`config.mk`:
```
export PLATFORM = sky130hd
export DESIGN_NAME = sfdp_basic_param_table
export DESIGN_NICKNAME = d
export VERILOG_FILES = /design/src/common/sfdp_pkg.sv /design/src/logic/sfdp_basic_param_table.sv
export SDC_FILE = /design/constraint.sdc
export NUM_CORES = 1
export LEC_CHECK = 0
export ABC_AREA = 0
export BUFFER_PORTS_ARGS = -buffer_cell sky130_fd_sc_hd__buf_4
export CAP_MARGIN = 20
export CORE_MARGIN = 8
export CORE_UTILIZATION = 50
export CTS_CLUSTER_DIAMETER = 80
export DETAILED_ROUTE_END_ITERATION = 10
export PLACE_DENSITY = 0.8
export SYNTH_ARGS = -nofsm -noshare
export SYNTH_HDL_FRONTEND = slang
export SYNTH_SLANG_ARGS = --single-unit
```
`constraint.sdc`:
```
create_clock -name pclk -period 2.8 [get_ports pclk]
set_input_delay 0.14 -clock pclk [delete_from_list [all_inputs] [get_ports pclk]]
set_output_delay 0.14 -clock pclk [all_outputs]
set_load 0.01 [all_outputs]
```
`src/common/sfdp_pkg.sv`:
```
// ---------------------------------------------------------------
// sfdp_pkg: constants for the basic flash parameter table block
// ---------------------------------------------------------------
// holds the APB register map, the table contents and the field layouts
// assumes an 8-bit APB byte address and 32-bit data
package sfdp_pkg;

    localparam int          ADDR_W          = 8;
    localparam int          DATA_W          = 32;

    // ---------------------------------------------------------------
    // register map (byte addresses)
    // ---------------------------------------------------------------
    localparam logic [7:0]  OFF_HDR_PTR     = 8'h0C;
    localparam logic [7:0]  OFF_TBL_DW0     = 8'h30;
    localparam logic [7:0]  OFF_TBL_DW1     = 8'h34;
    localparam logic [7:0]  OFF_TBL_DW2     = 8'h38;
    localparam logic [7:0]  OFF_TBL_DW3     = 8'h3C;
    localparam logic [7:0]  OFF_CMD         = 8'h80;
    localparam logic [7:0]  OFF_RESULT      = 8'h84;

    // table byte window
    localparam logic [7:0]  TBL_FIRST       = 8'h30;
    localparam logic [7:0]  TBL_LAST        = 8'h3F;

    // ---------------------------------------------------------------
    // byte 30H and 31H fields
    // ---------------------------------------------------------------
    localparam logic [1:0]  ERASE_4K_AVAIL  = 2'h1;
    localparam logic        GRAN_64_PLUS    = 1'b1;
    localparam logic        BP_VOLATILE     = 1'b0;
    localparam logic        WREN_SEL_06     = 1'b0;
    localparam logic [2:0]  BYTE30_FIXED    = 3'h7;
    localparam logic [7:0]  ERASE_4K_OP     = 8'h20;

    // ---------------------------------------------------------------
    // byte 32H and 33H fields
    // ---------------------------------------------------------------
    localparam logic        RD_112_OK       = 1'b1;
    localparam logic [1:0]  ADDR_3B_ONLY    = 2'h0;
    localparam logic        DTR_OK          = 1'b0;
    localparam logic        RD_122_OK       = 1'b1;
    localparam logic        RD_144_OK       = 1'b0;
    localparam logic        RD_114_OK       = 1'b0;
    localparam logic        BYTE32_B7       = 1'b1;
    localparam logic [7:0]  UNUSED_BYTE     = 8'hFF;

    // ---------------------------------------------------------------
    // read descriptors: {mode bits, wait states}, opcode
    // ---------------------------------------------------------------
    localparam logic [4:0]  QUAD_WAIT       = 5'h00;
    localparam logic [2:0]  QUAD_MODE       = 3'h0;
    localparam logic [7:0]  QUAD_OP         = 8'hFF;
    localparam logic [4:0]  RD112_WAIT      = 5'h08;
    localparam logic [2:0]  RD112_MODE      = 3'h0;
    localparam logic [7:0]  RD112_OP        = 8'h3B;
    localparam logic [4:0]  RD122_WAIT      = 5'h00;
    localparam logic [2:0]  RD122_MODE      = 3'h4;
    localparam logic [7:0]  RD122_OP        = 8'hBB;

    // header pointer dword: pointer low/mid/high, then unused byte
    localparam logic [23:0] TBL_POINTER     = 24'h000030;

    // discoverable-parameter read opcode
    localparam logic [7:0]  OP_SFDP_READ    = 8'h5A;

    // result register fields
    localparam int          RES_VALID_BIT   = 8;
    localparam int          RES_REFUSE_BIT  = 9;

endpackage

```
`src/logic/sfdp_basic_param_table.sv`:
```
// ---------------------------------------------------------------
// sfdp_basic_param_table: read-only basic flash parameter table
// ---------------------------------------------------------------
// holds the APB slave that exposes bytes 30H..3FH and the header pointer
// assumes an APB3 master on pclk; no other clock, no interrupt
//
// Contract
// - byte 30H bits 1:0 read 01b (4KB erase); byte 31H reads 20H.
// - byte 30H bit 2 reads 1b: program granularity 64 bytes or more.
// - byte 30H bit 3 reads 0b: block-protect bits are nonvolatile.
// - byte 30H bit 4 reads 0b; bits 3 and 4 together 00b.
// - byte 30H bits 7:5 fixed 111b; whole byte reads E5H.
// - dword bits 18:17 read 00b: three-byte addressing only.
// - byte 32H reads 91H: dual reads yes, DTR and quad no.
// - quad read descriptors: zero waits, no mode bits, opcode FFH.
// - dual-output descriptor: eight dummy clocks (08H), opcode 3BH.
// - dual-I/O descriptor: mode field 100b (80H), opcode BBH.
// - table bytes are fetched with read opcode 5AH.
// - header pointer locates this table at byte address 30H.
`timescale 1ns/1ps
module sfdp_basic_param_table
    import sfdp_pkg::*;
#(
    // flash density dword, read as table bytes 34H..37H; arbitrary default
    parameter logic [31:0] DENSITY_WORD = 32'h00000000
) (
    input  wire logic               pclk,
    input  wire logic               presetn,
    input  wire logic               psel,
    input  wire logic               penable,
    input  wire logic               pwrite,
    input  wire logic [ADDR_W-1:0]  paddr,
    input  wire logic [DATA_W-1:0]  pwdata,
    output logic      [DATA_W-1:0]  prdata,
    output logic                    pready,
    output logic                    pslverr
);

    // ---------------------------------------------------------------
    // constant table content
    // ---------------------------------------------------------------
    // little-endian packing: bits 7:0 are the first byte of each dword
    wire logic [7:0]  byte30 = {BYTE30_FIXED, WREN_SEL_06, BP_VOLATILE,
                                GRAN_64_PLUS, ERASE_4K_AVAIL};
    wire logic [7:0]  byte32 = {BYTE32_B7, RD_114_OK, RD_144_OK, RD_122_OK,
                                DTR_OK, ADDR_3B_ONLY, RD_112_OK};
    wire logic [31:0] tbl_dw0 = {UNUSED_BYTE, byte32, ERASE_4K_OP, byte30};
    wire logic [31:0] tbl_dw1 = DENSITY_WORD;
    wire logic [31:0] tbl_dw2 = {QUAD_OP, QUAD_MODE, QUAD_WAIT,
                                 QUAD_OP, QUAD_MODE, QUAD_WAIT};
    wire logic [31:0] tbl_dw3 = {RD122_OP, RD122_MODE, RD122_WAIT,
                                 RD112_OP, RD112_MODE, RD112_WAIT};
    wire logic [31:0] hdr_ptr = {UNUSED_BYTE, TBL_POINTER};

    // pick one byte of the table by its byte address
    function automatic logic [7:0] table_byte(input logic [7:0] a);
        logic [31:0] dw;
        dw = 32'h00000000;
        case (a[3:2])
            2'h0:    dw = tbl_dw0;
            2'h1:    dw = tbl_dw1;
            2'h2:    dw = tbl_dw2;
            default: dw = tbl_dw3;
        endcase
        table_byte = dw[8*a[1:0] +: 8];
    endfunction

    // ---------------------------------------------------------------
    // APB decode
    // ---------------------------------------------------------------
    wire logic        access_first = psel & penable & ~pready;
    wire logic        access_done  = psel & penable & pready;
    wire logic        sel_ptr      = (paddr == OFF_HDR_PTR);
    wire logic        sel_dw0      = (paddr == OFF_TBL_DW0);
    wire logic        sel_dw1      = (paddr == OFF_TBL_DW1);
    wire logic        sel_dw2      = (paddr == OFF_TBL_DW2);
    wire logic        sel_dw3      = (paddr == OFF_TBL_DW3);
    wire logic        sel_cmd      = (paddr == OFF_CMD);
    wire logic        sel_res      = (paddr == OFF_RESULT);
    wire logic        sel_table    = sel_dw0 | sel_dw1 | sel_dw2 | sel_dw3;
    wire logic        mapped       = sel_ptr | sel_table | sel_cmd | sel_res;
    // table and pointer are read-only: a write is refused, content unchanged
    wire logic        bad_write    = pwrite & ~sel_cmd;
    wire logic        acc_err      = ~mapped | bad_write;

    // ---------------------------------------------------------------
    // lookup command state
    // ---------------------------------------------------------------
    logic [7:0] cmd_opcode;
    logic [7:0] cmd_addr;
    logic [7:0] result_data;
    logic       result_valid;
    logic       result_refused;

    wire logic [7:0]  wr_op      = pwdata[7:0];
    wire logic [7:0]  wr_addr    = pwdata[15:8];
    wire logic        op_ok      = (wr_op == OP_SFDP_READ);
    wire logic        addr_ok    = (wr_addr >= TBL_FIRST) && (wr_addr <= TBL_LAST);
    wire logic        lookup_ok  = op_ok & addr_ok;
    wire logic        cmd_write  = access_done & pwrite & sel_cmd;
    wire logic [7:0]  next_result_data = lookup_ok ? table_byte(wr_addr) : UNUSED_BYTE;

    wire logic [31:0] cmd_word   = {16'h0000, cmd_addr, cmd_opcode};
    wire logic [31:0] res_word   = {22'h000000, result_refused, result_valid, result_data};

    wire logic [31:0] rd_value   = sel_ptr ? hdr_ptr :
                                   sel_dw0 ? tbl_dw0 :
                                   sel_dw1 ? tbl_dw1 :
                                   sel_dw2 ? tbl_dw2 :
                                   sel_dw3 ? tbl_dw3 :
                                   sel_cmd ? cmd_word :
                                   sel_res ? res_word : 32'h00000000;
    wire logic [31:0] next_prdata = (access_first & ~pwrite) ? rd_value : 32'h00000000;

    // ---------------------------------------------------------------
    // bus answer: one wait state, all outputs registered
    // ---------------------------------------------------------------
    always_ff @(posedge pclk or negedge presetn) begin
        if (!presetn) begin
            pready  <= 1'b0;
            pslverr <= 1'b0;
            prdata  <= 32'h00000000;
        end else begin
            pready  <= access_first;
            pslverr <= access_first & acc_err;
            prdata  <= next_prdata;
        end
    end

    // the write lands at the edge where the master sees pready
    always_ff @(posedge pclk or negedge presetn) begin
        if (!presetn) begin
            cmd_opcode     <= 8'h00;
            cmd_addr       <= 8'h00;
            result_data    <= 8'h00;
            result_valid   <= 1'b0;
            result_refused <= 1'b0;
        end else if (cmd_write) begin
            cmd_opcode     <= wr_op;
            cmd_addr       <= wr_addr;
            result_data    <= next_result_data;
            result_valid   <= lookup_ok;
            result_refused <= ~lookup_ok;
        end
    end

    wire logic rd_done = access_done & ~pwrite;

    // ---------------------------------------------------------------
    // reference bytes, typed in apart from the packed constants
    // ---------------------------------------------------------------
    // a slip in a package field or a concatenation order above would
    // otherwise be checked against itself
    function automatic logic [7:0] ref_byte(input logic [3:0] idx);
        logic [7:0] b;
        b = 8'hFF;
        case (idx)
            4'h0:    b = 8'hE5;
            4'h1:    b = 8'h20;
            4'h2:    b = 8'h91;
            4'h3:    b = 8'hFF;
            4'h4:    b = DENSITY_WORD[7:0];
            4'h5:    b = DENSITY_WORD[15:8];
            4'h6:    b = DENSITY_WORD[23:16];
            4'h7:    b = DENSITY_WORD[31:24];
            4'h8:    b = 8'h00;
            4'h9:    b = 8'hFF;
            4'hA:    b = 8'h00;
            4'hB:    b = 8'hFF;
            4'hC:    b = 8'h08;
            4'hD:    b = 8'h3B;
            4'hE:    b = 8'h80;
            4'hF:    b = 8'hBB;
            default: b = 8'hFF;
        endcase
        ref_byte = b;
    endfunction

    wire logic [3:0]  word_idx = {paddr[3:2], 2'h0};
    wire logic [31:0] ref_word = {ref_byte(word_idx + 4'h3), ref_byte(word_idx + 4'h2),
                                  ref_byte(word_idx + 4'h1), ref_byte(word_idx)};

    // shadow of the last accepted command, decoded here from the bus
    // so the readback is not checked against the register it reads
    logic [15:0] seen_cmd;
    always_ff @(posedge pclk or negedge presetn) begin
        if (!presetn) begin
            seen_cmd <= 16'h0000;
        end else if (access_done && pwrite && paddr == 8'h80) begin
            seen_cmd <= pwdata[15:0];
        end
    end

    // cycles that psel and penable have stood without an answer;
    // a pready stuck low would let this climb where the pulse check sleeps
    logic [1:0] wait_len;
    always_ff @(posedge pclk or negedge presetn) begin
        if (!presetn) begin
            wait_len <= 2'h0;
        end else if (access_first) begin
            wait_len <= (wait_len == 2'h3) ? 2'h3 : wait_len + 2'h1;
        end else begin
            wait_len <= 2'h0;
        end
    end
endmodule // sfdp_basic_param_table

```
==> impl_metrics.toml, run 1 <==
[global_route]
grt_pass1_vias = 1640
grt_use_total_pct = 15.3
grt_overflow = 0
grt_util_met3_pct = 3.68
antenna_found_initial = 0
met1_usage_pct = 19.7
grt_pass1_wl_mm = 7.97
use_met2_pct = 24.0
busiest_layer = "met2"
grt_max_degree = 48

[synth]
ys_types = 41
synthCells = 196
synth_top_cell_area_share_pct = 53.3
synth_seq_cells = 47
yosys-top-cells-count = "47 x dfrtp_1, 17 x nor2_1, 16 x mux2_2, 15 x a21oi_1, 15 x buf_4"
yosysMostFrequentCell = "dfrtp_1"
synth_area_sq_mm = 0.00221
synth-edff-count = 0
synth_flop_cell = "dfrtp_1"
ys_async_sr_fraction_pct = 100
synth_area_leaders = "dfrtp_1 53%, mux2_2 8.2%, buf_4 5.1%"
yosysTopAreaCell = "dfrtp_1"
ys_seq_area_share_pct = 53.3
synth.avg_cell_area_sq_um = 11.3
ys_warn_count = 0

[sta]
skew_ns = 0.00642
max_slew.worst_pin.slew_ns = 0.567
slew_headroom_pct = 62.2
hold_viol_final = 0
period_needed_ns = 1.71
fin_crit_sh_pct = 61.1
slew_viol_final = 0
max_freq_mhz = 585
setup_tns_ns = 0
worst_slack_ns = 1.09
rsz0062_at_grt = "false"
setup_viol = 0

[placed_design]
io_buffer_count = 57
place.detailed.hpwl_mm = 3.68
pre_cts_ws_ns = 0.812
place.gp.congestion = 0.940
dp.cells = 292

[clock_tree]
cts.sinks = 47
clkLatencyLatePin_ns = 0.31
cts_tree = "built"
clkTransAtPathRegs_ns = 0.09
clk_path_buf_depth = 2
post_cts_buffers = 0
h-tree-depth = 2
cts_buffers = 5
cts_root_buffer = "clkbuf_8"
holdBufCountCts = 1
postCtsResizedCells = 0

[setup_path]
end_kind = "flop"
reg2reg_from = "pready"
r2r_slack_ns = 1.09
critPathMaxFanout = 12
critical_path_class = "reg2reg"
critPathLaunchType = "flop"
reg2reg_to = "prdata[2]"
worstPathRequired_ns = 3.03
arrival_ns = 1.94
reg2reg_depth = 3

[layout]
final_cells = 301
area_growth_pct = 22.5
layout-drive-gt1-share_pct = 35.3
final_net_count = 298
diodes = 0

[floorplan]
core_area_sq_mm = 0.00429
ios = 79
rows = 24
dieArea_sq_mm = 0.00679
die_x_um = 82.4
start_util_pct = 51.4
die_height_um = 82.4

[drt]
antenna_left = 0
vias_per_cell = 5.38
first_iter_violations = 132
vias = 1620
drcViolationCount = 0
drt-total-wl_mm = 4.88
first_pass_iters = 4
routedWlPerCell_um = 16.2

[hold_path]
hold_path_startpoint = "pwdata[13]"
holdPathEnd = "cmd_addr[5]"
min-delay-path-class = "in2reg"
min_path_cells = 2

[power]
power.density_mw_per_mm2 = 440
vdd_drop_max_mv = 0.187
power_leakage_nw = 1.34

[run_status]
status = "finished clean"

[run]
drv_cap = 0
[logic make-up after synthesis]
logic type	share of synthesized area, %
compound gates	12.5
fa+ha+maj	2.84
buf+inv	6.92
flops	53.3
mux	8.68
other cells	0.170
simple gates	15.5
[flip-flops by register name, indices dropped and copies added, names as in the netlist]
register        count
pslverr             1
cmd_addr            8
result_data         7
result_valid        1
cmd_opcode          8
result_refused      1
pready              1
prdata             20
[cell usage in the layout, fill, tap and decap left out, types with 2 or more instances in the layout]
master,instances
clkinvlp_4,2
a21oi_1,15
conb_1,5
nor2b_1,2
a221oi_1,2
o21ai_0,7
nor4_1,3
nand2_1,12
nand2b_1,3
ha_1,5
inv_1,5
dfrtp_1,47
nor4bb_1,5
a22oi_1,5
and2_1,2
nor4b_1,2
mux2_2,16
buf_4,60
a31oi_1,2
a21o_1,2
and3_1,2
clkbuf_8,5
a32oi_1,2
nand3b_1,2
nor3_1,2
nor2_1,17
[worst max-delay path by stage]
stage,start,end,slack (ns)
after floorplan,paddr[1],cmd_addr[6],1.13
after global placement,paddr[1],cmd_opcode[1],0.83
after detailed placement,paddr[1],cmd_addr[4],0.81
after CTS,pready,prdata[2],1.09
after global routing,pready,prdata[2],1.01
final,pready,prdata[2],1.09
[metal layers]
| metal | vias to the layer above | part of all wire [%] |
|---|---|---|
| li1 | 793 | - |
| met1 | 760 | 41 |
| met2 | 58 | 48 |
| met3 | 9 | 8.8 |
| met4 | 0 | 2.0 |
| met5 | - | 0 |
[worst max-delay path: stages, from the launching register on]
cell	delay, ns
dfrtp_1	0.42
or3_1	0.55
or3b_2	0.57
o21ai_0	0.10
[power breakdown]
part / switching (mW) / internal [mW]
Combinational: 0.0561 / 0.0449
Sequential: 0.00211 / 0.681
Clock: 0.229 / 0.174
Total: 0.288 / 0.900
[final cells by class]
cell class                 count  area, sq um
multi-input combinational    128          892
inverter                       5         18.8
tap                           52         65.1
clock buffer                   5         68.8
sequential                    47         1180
timing repair buffer          61          460
clock inverter                 3         20.0
fill                         357         1590
[metrics by stage]
step,util [%],total power [mW],cell area [sq um],hold WS (ns)
floorplan,-,0.738,2220,-0.156
global placement,60.6,0.796,2600,0.175
detailed placement,60.6,0.797,2600,0.179
CTS,62.9,1.20,2700,0.0614
global route,62.9,1.24,2700,0.0697
finish,62.9,1.19,2700,0.0603
(Power assumes the default switching activity.)
==> run 2: changes to the inputs <==
ABC_AREA = 1   (was 0)
CORE_UTILIZATION = 45   (was 50)
PLACE_DENSITY = 0.75   (was 0.8)
clock period = 1.4 ns   (was 2.8 ns; I/O delays follow)
==> impl_metrics.toml, run 2 <==
[run_status]
status = "finished clean"

[synth]
ys_async_sr_fraction_pct = 100
synth_seq_cells = 47
yosys-top-cells-count = "112 x nand2_1, 47 x dfrtp_1, 34 x inv_1, 21 x nor2_1, 15 x o21ai_0"
synth_flop_cell = "dfrtp_1"
ys_types = 25
yosysMostFrequentCell = "nand2_1"
ys_warn_count = 0
synth_top_cell_area_share_pct = 48.9
synth-edff-count = 0
synth_area_leaders = "dfrtp_1 49%, nand2_1 17%, inv_1 5.3%"
synthCells = 303
ys_seq_area_share_pct = 48.9
synth.avg_cell_area_sq_um = 7.94
yosysTopAreaCell = "dfrtp_1"
synth_area_sq_mm = 0.00240

[drt]
antenna_left = 0
drcViolationCount = 0
drt-total-wl_mm = 5.46
first_iter_violations = 86
routedWlPerCell_um = 12.4
first_pass_iters = 4
vias = 2022
vias_per_cell = 4.61

[run]
drv_cap = 0

[global_route]
grt_pass1_vias = 2056
antenna_found_initial = 0
grt_pass1_wl_mm = 9.15
grt_overflow = 0
grt_use_total_pct = 14.8
grt_max_degree = 48

[setup_path]
slowest_stage = "dlygate4sd3_1"
end_kind = "flop"
crit_chain = "dlygate4sd3_1 > buf_4 > nor3_1 > nand2_2 > o21ai_0 > nand2_1"
critPathLaunchType = "primary input"
arrival_ns = 1.52
crit_family = "buffers and inverters"
cp_num_buf_inv = 2
slowest_delay_ns = 0.54
critical_path_class = "in2reg"
critPathMaxFanout = 9
worstPathRequired_ns = 1.57

[floorplan]
ios = 79
rows = 26
die_x_um = 89.1
dieArea_sq_mm = 0.00794
start_util_pct = 46.8
die_height_um = 89.1
core_area_sq_mm = 0.00514

[sta]
skew_ns = 0.00657
max_slew.worst_pin.slew_ns = 0.554
slew_headroom_pct = 63.1
period_needed_ns = 1.35
setup_viol = 0
rsz0062_at_grt = "false"
setup_tns_ns = 0
hold_viol_final = 0
max_freq_mhz = 742
fin_crit_sh_pct = 96.3
slew_viol_final = 0

[power]
vdd_drop_max_mv = 0.371
power.density_mw_per_mm2 = 783
power_leakage_nw = 1.72

[layout]
final_common_cell = "nand2_1"
reg_top3 = "prdata: 20 flops, cmd_addr: 8 flops, cmd_opcode: 8 flops"
layout-drive-gt1-share_pct = 22.5
final_net_count = 418
nFillCells = 496
largest-register = "prdata"
largest_reg_flops = 20
final_cells = 439
layout_common_cells = "110 x nand2_1, 61 x buf_4, 47 x dfrtp_1"
area_growth_pct = 25.7
diodes = 0

[clock_tree]
clkLatencyLatePin_ns = 0.30
cts_root_buffer = "clkbuf_8"
post_cts_buffers = 0
cts_buffers = 5
clkTransAtPathRegs_ns = 0.08
cts.sinks = 47
cts_tree = "built"
h-tree-depth = 2
clk_path_buf_depth = 2

[placed_design]
place.detailed.hpwl_mm = 4.26
io_buffer_count = 57
dp.cells = 422
place.gp.congestion = 0.830

[hold_path]
min-delay-path-class = "in2reg"
## run 2: what timing repair did
| action | in CTS | in global routing |
|---|---|---|
| endpoints found under the hold margin | 55 | 0 |
| setup endpoints to repair | 0 | 9 |
| gates resized for setup | 0 | 4 |
| hold buffers | 9 | 0 |
## run 2: per-stage QoR
| step | total power [mW] | util [%] | setup WS, ns | hold WS (ns) | area (sq um) |
|---|---|---|---|---|---|
| floorplan | 1.49 | - | 0.198 | -0.226 | 2420 |
| finish | 2.37 | 58.8 | 0.0515 | 0.0431 | 3020 |
| global placement | 1.61 | 55.3 | 0.126 | 0.0990 | 2840 |
| global route | 2.48 | 58.8 | 0.000942 | 0.0532 | 3020 |
| detailed placement | 1.62 | 55.3 | 0.0864 | 0.104 | 2840 |
| CTS | 2.39 | 58.6 | 0.0269 | 0.0372 | 3010 |
## run 2: routing by layer
metal	vias up	track usage [%]	wire, um
met3	11	2.76	308
li1	1057	-	-
met2	53	25.3	2680
met5	-	0	0
met1	901	17.5	2360
met4	0	6.95	119
## run 2: logic make-up after synthesis
group	count (synthesis)	share of synthesized area (%)
simple gates	155	27.3
fa+ha+maj	5	2.60
other cells	1	0.156
buf+inv	52	11.7
compound gates	43	9.36
flops	47	48.9
## run 2: worst paths after layout
kind | from | end | slack [ns] | cells after the start
max | pwdata[14] | result_data[3] | 0.05 | 6
max reg2reg | pready | prdata[1] | 0.11 | 7
min in group asynchronous | presetn | cmd_addr[7] | 0.31 | 2
max in group asynchronous | presetn | result_data[3] | 0.72 | 2
min | pwrite | pslverr | 0.04 | 3
min reg2reg | cmd_opcode[1] | cmd_opcode[1] | 0.49 | 2
## run 2: area by class of cell
cell class | count | area (sq um) | area share [%]
sequential | 47 | 1180 | 38.9
multi-input combinational | 208 | 973 | 32.2
timing repair buffer | 71 | 568 | 18.8
inverter | 35 | 136 | 4.51
tap | 70 | 87.6 | 2.90
clock buffer | 7 | 76.3 | 2.52
clock inverter | 1 | 5.00 | 0.166
## run 2: power by group
part / internal, mW / switching [mW]
Clock: 0.350 / 0.408
Sequential: 1.36 / 0.00422
Combinational: 0.107 / 0.135
## run 2: worst register-to-register path: cells and delay by family, from the launching register on
family	cells	cell delay, ns
and+or+nand+nor	6	0.70
buffers and inverters	1	0.11
DFF	1	0.41
